$ cat config.mk
export PLATFORM = sky130hd
export DESIGN_NAME = icph_top
export DESIGN_NICKNAME = d
export VERILOG_FILES = /design/src/icph_pkg.sv /design/src/icph_top.sv /design/src/icph_chan.sv
export SDC_FILE = /design/constraint.sdc
export NUM_CORES = 1
export LEC_CHECK = 0
export ABC_CLOCK_PERIOD_IN_PS = 1600
export BUFFER_PORTS_ARGS = -buffer_cell sky130_fd_sc_hd__buf_2
export CORE_MARGIN = 3
export CORE_UTILIZATION = 40
export CTS_CLUSTER_SIZE = 8
export DETAILED_ROUTE_END_ITERATION = 7
export PLACE_DENSITY = 0.73
export SLEW_MARGIN = 20
export SYNTH_ARGS = -nofsm -noshare
export SYNTH_HDL_FRONTEND = slang
export SYNTH_SLANG_ARGS = --single-unit
$ cat constraint.sdc
create_clock -name clk -period 1.6 [get_ports clk]
set_input_delay 0.16 -clock clk [delete_from_list [all_inputs] [get_ports clk]]
set_output_delay 0.16 -clock clk [all_outputs]
set_load 0.01 [all_outputs]
$ cat src/icph_pkg.sv
package icph_pkg;

   // ------------------------------------------------------------
   // Port counts
   // ------------------------------------------------------------
   localparam int unsigned NUM_UP   = 7;
   localparam int unsigned NUM_DOWN = 6;

   // ------------------------------------------------------------
   // Power state codes
   // ------------------------------------------------------------
   localparam logic [2:0] PST_OFF  = 3'h0;
   localparam logic [2:0] PST_SRET = 3'h1;
   localparam logic [2:0] PST_DRET = 3'h3;
   localparam logic [2:0] PST_ON   = 3'h4;

   // ------------------------------------------------------------
   // Activity hint bit positions
   // ------------------------------------------------------------
   localparam int unsigned ACT_OFF  = 0;
   localparam int unsigned ACT_SRET = 1;
   localparam int unsigned ACT_DRET = 3;
   localparam int unsigned ACT_ON   = 4;
   localparam logic [4:0]  ACT_RST  = 5'h10;

   // ------------------------------------------------------------
   // Reset values
   // ------------------------------------------------------------
   localparam logic [2:0] PST_RST = 3'h4;

   typedef enum logic [1:0] {
      ICPH_H_IDLE,
      ICPH_H_ACK,
      ICPH_H_NAK
   } icph_hs_type;

endpackage

$ cat src/icph_top.sv
`timescale 1ns/1ps

// Operation
// - Upstream wake inputs ask for the clock while a port has traffic.
// - A downstream wake output is high while its port has pending work.
// - The register-port wake-up input counts as a need for the clock.
// - The clock-needed output is high while the block needs its clock.
// - Power state codes are off, static retention, dynamic retention and on.
// - A power state request is answered by transition accept or deny.
// - The activity hint flags which power transitions are legal now.
// - All logic runs on one clock and one reset.
module icph_top (
   input  wire logic                              clk,
   input  wire logic                              rst_b,
   input  wire logic [icph_pkg::NUM_UP-1:0]       upstream_port_wake_in,
   input  wire logic [icph_pkg::NUM_DOWN-1:0]     down_pending,
   input  wire logic                              regport_wake_in,
   input  wire logic                              busy,
   input  wire logic                              clk_quiesce_req_n,
   input  wire logic                              pwr_req,
   input  wire logic [2:0]                        pwr_state,
   output logic      [icph_pkg::NUM_DOWN-1:0]     downstream_port_wake_out,
   output logic                                   clk_needed,
   output logic                                   clk_quiesce_accept_n,
   output logic                                   clk_quiesce_deny,
   output logic                                   pwr_accept,
   output logic                                   pwr_deny,
   output logic      [4:0]                        pwr_active,
   output logic      [2:0]                        pwr_cur_state
);

   // ------------------------------------------------------------
   // Activity
   // ------------------------------------------------------------
   logic need_clk;
   logic q_acc;
   logic q_deny;
   logic p_grant;

   assign need_clk = (|upstream_port_wake_in)
                   | regport_wake_in
                   | (|down_pending) | busy;

   function automatic logic legal_state(input logic [2:0] s);
      legal_state = (s == icph_pkg::PST_OFF) | (s == icph_pkg::PST_SRET)
                  | (s == icph_pkg::PST_DRET) | (s == icph_pkg::PST_ON);
   endfunction

   always_ff @(posedge clk or negedge rst_b) begin
      if (!rst_b) begin
         downstream_port_wake_out <= '0;
         clk_needed               <= 1'h0;
      end else begin
         downstream_port_wake_out <= down_pending;
         clk_needed               <= need_clk;
      end
   end

   // ------------------------------------------------------------
   // Clock quiescence channel
   // ------------------------------------------------------------
   icph_chan u_qch (
      .clk      (clk),
      .rst_b    (rst_b),
      .req      (~clk_quiesce_req_n),
      .grant    (~need_clk),
      .accept_q (q_acc),
      .deny_q   (q_deny)
   );

   always_ff @(posedge clk or negedge rst_b) begin
      if (!rst_b) begin
         clk_quiesce_accept_n <= 1'h1;
         clk_quiesce_deny     <= 1'h0;
      end else begin
         clk_quiesce_accept_n <= ~q_acc;
         clk_quiesce_deny     <= q_deny;
      end
   end

   // ------------------------------------------------------------
   // Power channel
   // ------------------------------------------------------------
   logic p_acc;
   logic p_deny;

   assign p_grant = legal_state(pwr_state)
                  & ((pwr_state == icph_pkg::PST_ON) | ~need_clk);

   icph_chan u_pch (
      .clk      (clk),
      .rst_b    (rst_b),
      .req      (pwr_req),
      .grant    (p_grant),
      .accept_q (p_acc),
      .deny_q   (p_deny)
   );

   always_ff @(posedge clk or negedge rst_b) begin
      if (!rst_b) begin
         pwr_accept <= 1'h0;
         pwr_deny   <= 1'h0;
      end else begin
         pwr_accept <= p_acc;
         pwr_deny   <= p_deny;
      end
   end

   // Current state follows an accepted transition
   always_ff @(posedge clk or negedge rst_b) begin
      if (!rst_b) begin
         pwr_cur_state <= icph_pkg::PST_RST;
      end else if (p_acc && !pwr_accept) begin
         pwr_cur_state <= pwr_state;
      end
   end

   always_ff @(posedge clk or negedge rst_b) begin
      if (!rst_b) begin
         pwr_active <= icph_pkg::ACT_RST;
      end else begin
         pwr_active                     <= '0;
         pwr_active[icph_pkg::ACT_ON]   <= 1'h1;
         pwr_active[icph_pkg::ACT_OFF]  <= ~need_clk;
         pwr_active[icph_pkg::ACT_SRET] <= ~need_clk;
         pwr_active[icph_pkg::ACT_DRET] <= ~need_clk;
      end
   end

   // ------------------------------------------------------------
   // Checks
   // ------------------------------------------------------------
   AST_WAKE_DOWN: assert property (@(posedge clk) disable iff (!rst_b)
      ##1 downstream_port_wake_out == $past(down_pending))
      else $error("downstream wake does not follow pending");

   AST_NEED_UP: assert property (@(posedge clk) disable iff (!rst_b)
      (|upstream_port_wake_in) |=> clk_needed)
      else $error("upstream wake did not request clock");

   AST_NEED_REG: assert property (@(posedge clk) disable iff (!rst_b)
      regport_wake_in |=> clk_needed)
      else $error("register port wake did not request clock");

   AST_Q_DENY: assert property (@(posedge clk) disable iff (!rst_b)
      ($fell(clk_quiesce_req_n) && need_clk) |=> ##1 clk_quiesce_deny)
      else $error("busy clock stop not denied");

   AST_Q_ANSWER: assert property (@(posedge clk) disable iff (!rst_b)
      !clk_quiesce_req_n |-> ##[0:3]
      (!clk_quiesce_accept_n || clk_quiesce_deny))
      else $error("clock stop request not answered");

   AST_P_EXCL: assert property (@(posedge clk) disable iff (!rst_b)
      !(pwr_accept && pwr_deny))
      else $error("power accept and deny together");

   AST_P_RSVD: assert property (@(posedge clk) disable iff (!rst_b)
      (pwr_req && !legal_state(pwr_state) && !pwr_accept && !p_acc)
      |=> ##1 !pwr_accept)
      else $error("reserved power state accepted");

   AST_ACT_ON: assert property (@(posedge clk) disable iff (!rst_b)
      pwr_active[icph_pkg::ACT_ON] && !pwr_active[2])
      else $error("activity hint on bit or reserved bit wrong");

   AST_ACT_BUSY: assert property (@(posedge clk) disable iff (!rst_b)
      need_clk |=> !pwr_active[icph_pkg::ACT_OFF])
      else $error("off offered while busy");

endmodule

$ cat src/icph_chan.sv
`timescale 1ns/1ps

// Four-phase accept/deny responder for one request channel
module icph_chan (
   input  wire logic clk,
   input  wire logic rst_b,
   input  wire logic req,
   input  wire logic grant,
   output logic      accept_q,
   output logic      deny_q
);

   icph_pkg::icph_hs_type st_q;

   always_ff @(posedge clk or negedge rst_b) begin
      if (!rst_b) begin
         st_q <= icph_pkg::ICPH_H_IDLE;
      end else begin
         unique case (st_q)
            icph_pkg::ICPH_H_IDLE: begin
               if (req) begin
                  st_q <= grant ? icph_pkg::ICPH_H_ACK
                                : icph_pkg::ICPH_H_NAK;
               end
            end
            icph_pkg::ICPH_H_ACK,
            icph_pkg::ICPH_H_NAK: begin
               if (!req) begin
                  st_q <= icph_pkg::ICPH_H_IDLE;
               end
            end
            default: st_q <= icph_pkg::ICPH_H_IDLE;
         endcase
      end
   end

   always_ff @(posedge clk or negedge rst_b) begin
      if (!rst_b) begin
         accept_q <= 1'h0;
         deny_q   <= 1'h0;
      end else begin
         accept_q <= (st_q == icph_pkg::ICPH_H_IDLE) ? (req & grant)
                   : (st_q == icph_pkg::ICPH_H_ACK) & req;
         deny_q   <= (st_q == icph_pkg::ICPH_H_IDLE) ? (req & ~grant)
                   : (st_q == icph_pkg::ICPH_H_NAK) & req;
      end
   end

   AST_EXCL: assert property (@(posedge clk) disable iff (!rst_b)
      !(accept_q && deny_q))
      else $error("accept and deny together");

   AST_HOLD: assert property (@(posedge clk) disable iff (!rst_b)
      (accept_q && req) |=> accept_q)
      else $error("accept dropped while request held");

endmodule

== Yosys cells after proc, flatten, opt, wreduce, memory -nomap -nowiden ==
Cells that the tools add are included.
Storage, ports and cells
  register bits: 23
  logic and storage cells: 68
  output and inout port bits: 19
  input port bits: 22
Operators by class
  bitwise logic cells: 20
  equal/unequal tests: 11
  reduce and logical (&&, ||, !) cells: 11
  multiplexer cells: 12
Operators by type and width (count)
  2-bit two-way mux: 6
  1-bit AND: 9
  2-bit != test (second input constant): 4
  2-bit case mux with 2 select lines: 2
  1-bit OR: 7
  7-bit OR reduction: 1
  6-bit OR reduction: 1
  2-bit by 1-bit equality test with 1-bit output (second input constant): 2
  2-bit equality test (second input constant): 2
  2-bit logical NOT: 2
  1-bit two-way mux: 4
  1-bit inverter: 4
  2-bit AND reduction: 2
  2-bit OR reduction: 2
  3-bit by 1-bit equality test with 1-bit output (second input constant): 1
  3-bit by 2-bit equality test with 1-bit output (second input constant): 1
  3-bit equality test (second input constant): 1
  3-bit logical NOT: 1
  1-bit logical AND: 1
  1-bit logical NOT: 1

== Longest topological paths before layout ==
Gate-level depths: netlist of run 1.
  depth in word-level cells: 10
  gate-level depth with buffers: 5
  depth with buffers taken out: 5

== Hierarchy ==
Synthesis of run 1 repeated with hierarchy kept, for this count alone.
Second synthesis, totals
  cells, all modules: 79
  area, all modules: 979.7 µm²
By module, submodules not included
  icph_top: area each 516.7 µm², instances 1, cells an instance 35, sequential area each 377.9 µm²
  icph_chan: area each 231.5 µm², instances 2, cells an instance 22, sequential area each 100.1 µm²

== Worst setup path after synthesis of run 1 ==
No wires, ideal clock.
  kind: register to register
  from: register u_pch.st_q[0]
  to: register u_pch.st_q[0]
  data arrival time: 1.148 ns
  setup time: 0.122 ns
  stages on the path, launching flop included: 5
  buffers on the path: 0
  slack: 0.330 ns
  clock period less this slack: 1.270 ns
  cell sequence: dfrtp_1 -> inv_1 -> ha_1 -> mux2_2 -> a32o_1
Between the ends
  cells in the longest elaborated chain, start to end: 4
  elaborated cells between the ends (all ways): 8
RTL lines
  start, declared: line icph_chan.sv:13  | icph_pkg::icph_hs_type st_q;
  start signal, assigned: line icph_chan.sv:17  | st_q <= icph_pkg::ICPH_H_IDLE;
  start signal, assigned: line icph_chan.sv:22  | st_q <= grant ? icph_pkg::ICPH_H_ACK
  start signal, assigned: line icph_chan.sv:29  | st_q <= icph_pkg::ICPH_H_IDLE;
  2-bit equality test or 2-bit by 1-bit equality test with 1-bit output (tied branches): line icph_chan.sv:19  | unique case (st_q)
  2-bit OR reduction: line icph_chan.sv:19
  2-bit != test (no line)
  2-bit AND reduction (no line)
Several ways; a longest one is shown, not always the timed one.
A chain may end at the register's enable or synchronous reset.

== Worst setup path after layout of run 1 ==
  from: input down_pending[1] (netlist bit)
  to: register u_qch.st_q[1]
Between the ends
  cells in the longest elaborated chain, start to end: 6
RTL lines
  start, declared: line icph_top.sv:16  | input wire logic [icph_pkg::NUM_DOWN-1:0] down_pending,
  6-bit OR reduction: line icph_top.sv:42  | | (|down_pending) | busy;
  1-bit OR (2 in a row): line icph_top.sv:42
  2-bit two-way mux: line icph_chan.sv:22
  2-bit two-way mux: line icph_chan.sv:21  | if (req) begin
  2-bit case mux with 2 select lines: line icph_chan.sv:19
  end signal, assigned: line icph_chan.sv:17
  end signal, assigned: line icph_chan.sv:22
  end signal, assigned: line icph_chan.sv:29
  end, declared: line icph_chan.sv:13
Every way passes these cells. The select of a mux whose other input is x is not followed.

==> impl_metrics.json, run 1 <==
{
  "ir_drop_v": 0.000711,
  "cts_buffer_depth": 2,
  "track_usage": 0.123,
  "diodes": 0,
  "globalRouteOverflowTotal": 0,
  "syn_area_per_cell_um2": 13.0,
  "path_max_fanout": 7,
  "path_class": "primary input to flip-flop",
  "routabilityCongestion": 0.751,
  "maxCapViolations": 0,
  "slew_viol_final": 0,
  "final_nets": 148,
  "rr_worst_depth": 4,
  "drive_above_1_share": 0.437,
  "min_period_ns": 1.48,
  "yosys_warnings": 0,
  "insertion_delay_ns": 0.29,
  "die_w_um": 55.4,
  "r2r_start": "u_pch.st_q[0]",
  "finalHoldViolCount": 0,
  "hold_ws_ns": 0.115,
  "first_global_vias": 675,
  "status": "completed",
  "port_buffers": 38,
  "synth_cell_types": 28,
  "vias_per_cell": 4.71,
  "p_leak_nw": 0.615,
  "hold_path_depth": 2,
  "die_h_um": 55.4,
  "routed_wl_mm": 1.80,
  "finClkSkew_ns": 0.00304,
  "end_kind": "flip-flop",
  "finalSetupViolCount": 0,
  "whs_endpoint": "u_qch.accept_q",
  "min_period_over_period": 0.923,
  "synth.top_cells.by_count": "dfrtp_1, ha_1, inv_1",
  "synthCells": 75,
  "die_area_um2": 3070,
  "initial_core_util": 0.432,
  "routed-via-count": 692,
  "ios": 41,
  "wl_per_cell_um": 12.2,
  "rrSetupSlack_ns": 0.26,
  "hpwl_mm": 1.35,
  "synth.net_count": 103,
  "min_from": "clk_quiesce_req_n",
  "netlist_area_um2": 975,
  "dpl_cell_area_um2": 1160,
  "ant_nets": 0,
  "max_freq_ghz": 0.677,
  "ys.flop_type": "dfrtp_1",
  "grt_setup_unrepaired": "false",
  "path_clk_slew_ns": 0.11,
  "core_area_um2": 2250,
  "cts_root_buf": "clkbuf_4",
  "cp-start-kind": "primary input",
  "worstPathRequired_ns": 1.79,
  "r2r_end": "u_pch.st_q[0]",
  "synth-seq-area-share": 0.593,
  "drt_iter0_drc": 9,
  "synth_area_leaders": "dfrtp_1, ha_1, dfstp_2",
  "h-tree-depth": 1,
  "placed_cells": 136,
  "critPathArrivalTime_ns": 1.67,
  "yosysMostFrequentCell": "dfrtp_1",
  "grt_max_degree": 24,
  "drc_errors": 0,
  "clock-sinks": 23,
  "synth_area_leader_cell": "dfrtp_1",
  "antenna_found_initial": 0,
  "synth_top_area_frac": 0.539,
  "drtPass1Iterations": 4,
  "synth-async-reset-ratio": 1.00,
  "finalSetupTns_ns": 0,
  "utilization": 0.557,
  "final_cells": 147,
  "synth_edf_count": 0,
  "cts_tree": "built",
  "hold_path.class": "primary input to flip-flop",
  "rows": 17,
  "area_delta_synth_final_pct": 28.9,
  "numCtsBuffers": 3,
  "ys_seq_elements": 23,
  "grt_pass1_wl_mm": 3.06,
  "fin_area_um2": 1260,
  "power_density_nw_per_um2": 1190
}
kinds of logic after synthesis:
group / count (synthesis) / synth area share
flip-flops: 23 / 0.593
multiplexers: 5 / 0.0565
buffers and inverters: 11 / 0.0655
AND/OR/NAND/NOR: 16 / 0.0988
adder cells (fa/ha/maj): 6 / 0.0770
other: 2 / 0.00771
AO/OA/AOI/OAI: 12 / 0.101
worst max path at each step:
stage	startpoint	endpoint	slack (ns)
after floorplan	u_pch.st_q[0]	u_pch.st_q[0]	0.33
after global placement	u_pch.st_q[0]	u_pch.st_q[0]	0.30
after detailed placement	u_pch.st_q[0]	u_pch.st_q[0]	0.27
after CTS	down_pending[1]	u_qch.st_q[1]	0.07
after global routing	down_pending[2]	u_qch.st_q[1]	0.03
final	down_pending[1]	u_qch.st_q[1]	0.12
flip-flops by register name (all words and copies together) (netlist names):
register,count
pwr_active,1
pwr_accept,1
downstream_port_wake_out,6
clk_quiesce_accept_n,1
u_qch.deny_q,1
u_pch.deny_q,1
pwr_cur_state,3
u_qch.accept_q,1
clk_quiesce_deny,1
u_pch.accept_q,1
pwr_deny,1
u_pch.st_q,2
clk_needed,1
u_qch.st_q,2
layout by cell type, fill, tap and decap left out:
master	count
a211oi_1	1
buf_2	38
and4_2	1
o2111ai_1	1
nor3_1	1
nor2b_1	3
clkbuf_4	3
o21ai_0	2
conb_1	2
mux2_2	4
nand2_1	4
nor2_1	1
a32o_1	1
nand2_2	1
clkbuf_1	1
a21oi_1	3
nand3b_1	1
o31ai_1	1
nor4_1	2
dfstp_2	2
a22o_1	1
dfrtp_1	21
nand2b_1	1
dlygate4sd3_1	7
nor4_2	1
o32ai_2	1
inv_1	6
o21a_4	1
ha_1	6
mux2i_1	1
metal layers:
| layer | GRT usage | up-vias | routed length, µm |
|---|---|---|---|
| met5 | 0 | - | 0 |
| met4 | 0.0417 | 0 | 18 |
| met3 | 0.0187 | 2 | 100 |
| met2 | 0.221 | 24 | 933 |
| met1 | 0.149 | 323 | 747 |
| li1 | - | 343 | - |
critical path: stages:
cell           delay, ns
dlygate4sd3_1       0.53
buf_2               0.12
nor4_1              0.23
and4_2              0.36
o31ai_1             0.09
a22o_1              0.18
layout make-up:
cell class,instances,area [µm²]
fill,202,998
sequential,23,578
timing repair buffer,45,260
inverter,6,22.5
tap,28,35.0
clock buffer,4,26.3
multi-input combinational,41,334
stage by stage:
stage	setup slack [ns]	power, W
after detailed placement	0.266	0.00126
after global placement	0.300	0.00123
after CTS	0.0723	0.00151
final	0.123	0.00150
after global routing	0.0339	0.00161
after floorplan	0.330	0.00109
power by group:
group | switching, W | internal (W)
logic | 0.000250 | 0.000236
registers | 0.0000598 | 0.000708
clock network | 0.000146 | 0.0000967
total | 0.000456 | 0.00104
timing repair:
item	4_1_cts	5_1_grt
buffers inserted	0	0
endpoints found under the hold margin	27	0
gates resized for setup	0	1
setup endpoints to repair	0	2
hold buffers	7	0
Note: power is estimated with default switching activity, not from simulation.
==> inputs of run 2 (changes only) <==
--- a/config.mk
+++ b/config.mk
@@ -11,8 +11,9 @@
 export CORE_UTILIZATION = 40
 export CTS_CLUSTER_SIZE = 8
 export DETAILED_ROUTE_END_ITERATION = 7
-export PLACE_DENSITY = 0.73
+export PLACE_DENSITY_LB_ADDON = 0.2
 export SLEW_MARGIN = 20
 export SYNTH_ARGS = -nofsm -noshare
 export SYNTH_HDL_FRONTEND = slang
+export SYNTH_HIERARCHICAL = 1
 export SYNTH_SLANG_ARGS = --single-unit
==> run 2 against run 1 <==
  * Design area grew 2.0%
  * Sequential share of layout area is 0.90 points lower
  * Non-clock buffer count decreased by 2
  * Global-route usage is 0.10 points lower
  * Worst hold slack lost 0.011 ns
  * Die area grew 0.45%
  * Combinational power fell by 24%
  * Sequential cell count is the same
==> impl_metrics.json, run 2 <==
{
  "status": "completed",
  "cts_tree": "built",
  "power_frac_comb": 0.274,
  "path_delay_family": "buffers and inverters",
  "maxCapViolations": 0,
  "dpl_cell_area_um2": 1180,
  "clock_power_share": 0.182,
  "finalHoldViolCount": 0,
  "syn_area_per_cell_um2": 12.4,
  "crit_slowest_cell": "dlygate4sd3_1",
  "drtPass1Iterations": 4,
  "postCtsSetupRepairBufs": 0,
  "largest_reg_flops": 6,
  "routed-via-count": 718,
  "initial_core_util": 0.430,
  "synth_cell_types": 20,
  "path_max_fanout": 3,
  "synth_area_leader_cell": "dfrtp_1",
  "cts_root_buf": "clkbuf_4",
  "fin_area_um2": 1280,
  "fillers": 188,
  "power_frac_seq": 0.544,
  "synth_area_leaders": "dfrtp_1, ha_1, dfstp_2",
  "antenna_found_initial": 0,
  "cellInternalPower_w": 0.000968,
  "rows": 17,
  "synth_top_area_frac": 0.536,
  "drc_errors": 0,
  "h-tree-depth": 1,
  "core_area_um2": 2280,
  "die_area_um2": 3080,
  "hpwl_mm": 1.32,
  "clock-sinks": 23,
  "critPathArrivalTime_ns": 1.79,
  "netlist_area_um2": 980,
  "finalSetupViolCount": 0,
  "ios": 41,
  "insertion_delay_ns": 0.29,
  "ant_nets": 0,
  "largest-register": "downstream_port_wake_out",
  "power_density_nw_per_um2": 1050,
  "cp_slowest_stage_delay_ns": 0.53,
  "layout_commonest_cell": "buf_2",
  "sw_frac_of_total": 0.283,
  "cts_buffer_depth": 2,
  "top_regs": "downstream_port_wake_out: 6 flops, pwr_cur_state: 3 flops",
  "finClkSkew_ns": 0.00774,
  "yosysMostFrequentCell": "dfrtp_1",
  "port_buffers": 38,
  "synthCells": 79,
  "final_cells": 150,
  "synth-seq-area-share": 0.590,
  "grt_pass1_wl_mm": 2.97,
  "drive_above_1_share": 0.377,
  "ys.flop_type": "dfrtp_1",
  "power.switching_w": 0.000383,
  "die_h_um": 55.5,
  "diodes": 0,
  "die_w_um": 55.5,
  "track_usage": 0.122,
  "path_class": "primary input to flip-flop",
  "ys_seq_elements": 23,
  "placed_cells": 142,
  "cp-start-kind": "primary input",
  "synth.top_cells.by_count": "dfrtp_1, ha_1, inv_1",
  "synth-async-reset-ratio": 1.00,
  "first_global_vias": 687,
  "crit_buf_inv": 2,
  "numCtsBuffers": 3,
  "globalRouteOverflowTotal": 0,
  "finalSetupTns_ns": 0,
  "ir_drop_v": 0.000534,
  "path_clk_slew_ns": 0.12,
  "yosys_warnings": 6,
  "wl_per_cell_um": 11.7,
  "worstPathRequired_ns": 1.83,
  "drt_iter0_drc": 8,
  "routabilityCongestion": 0.814,
  "synth_edf_count": 0,
  "final_cell_mix": "buf_2, dfrtp_1, ha_1",
  "cp_cell_sequence": "dlygate4sd3_1, buf_2, nor4_4, and4_4, o21a_1, or3b_1, a31oi_1",
  "hold_path.class": "primary input to flip-flop",
  "routed_wl_mm": 1.75,
  "min_period_ns": 1.56,
  "synth.net_count": 109,
  "slew_viol_final": 0,
  "min_period_over_period": 0.978,
  "final_nets": 153,
  "max_freq_ghz": 0.639,
  "p_leak_nw": 0.643,
  "grt_max_degree": 24,
  "area_delta_synth_final_pct": 30.8,
  "end_kind": "flip-flop",
  "vias_per_cell": 4.79
}
==> run 2: cell type report <==
class	instances	area, µm²	share of cell area
Clock buffer	4	26.3	0.0205
Tap cell	28	35.0	0.0273
Sequential cell	23	578	0.451
Timing Repair Buffer	43	253	0.197
Inverter	7	26.3	0.0205
Multi-Input combinational cell	45	363	0.283
==> run 2: timing repair <==
| action | CTS | global route |
|---|---|---|
| hold buffers | 7 | 0 |
| endpoints found under the hold margin | 27 | 0 |
| endpoints found under the setup margin | 0 | 8 |
| gates resized for setup | 0 | 4 |
==> run 2: cell families after synthesis <==
family          after synthesis  share of synthesized area
mux                           4                     0.0447
flops                        23                      0.590
fa+ha+maj                     8                      0.102
simple gates                 18                      0.109
other cells                   2                    0.00767
buf+inv                      11                     0.0575
compound gates               13                     0.0894
==> run 2: metrics by stage <==
step	worst slack [ns]	hold slack (ns)	util	power, W
final	0.0360	0.103	0.563	0.00135
after global routing	-0.0409	0.101	0.563	0.00146
after CTS	0.0565	0.0892	0.562	0.00138
after detailed placement	0.158	0.152	0.520	0.00111
after global placement	0.217	0.153	0.520	0.00109
after floorplan	0.256	-0.136	-	0.000967
==> run 2: power by group through the flow <==
stage,clock network [W],logic (W),registers [W]
final,0.000245,0.000370,0.000735
after global routing,0.000288,0.000421,0.000746
after CTS,0.000267,0.000374,0.000736
after detailed placement,0,0.000359,0.000748
after global placement,0,0.000351,0.000743
after floorplan,0,0.000193,0.000774
==> run 2: metal layers <==
layer	up-vias	track usage	wire length, µm
li1	352	-	-
met5	-	0	0
met4	0	0.0625	27
met3	2	0.0374	160
met1	333	0.150	730
met2	31	0.193	836
==> run 2: worst paths after layout <==
check,startpoint,end,slack [ns],cells after the start
setup / recovery,down_pending[2],u_pch/st_q[1],0.04,7
hold / removal,pwr_req,u_pch/st_q[1],0.10,2
setup reg to reg,u_qch/st_q[0],u_qch/st_q[1],0.15,4
hold reg to reg,u_qch/accept_q,clk_quiesce_accept_n,0.36,1
max in group asynchronous,rst_b,pwr_cur_state[2],0.88,2
min in group asynchronous,rst_b,clk_quiesce_deny,0.35,2
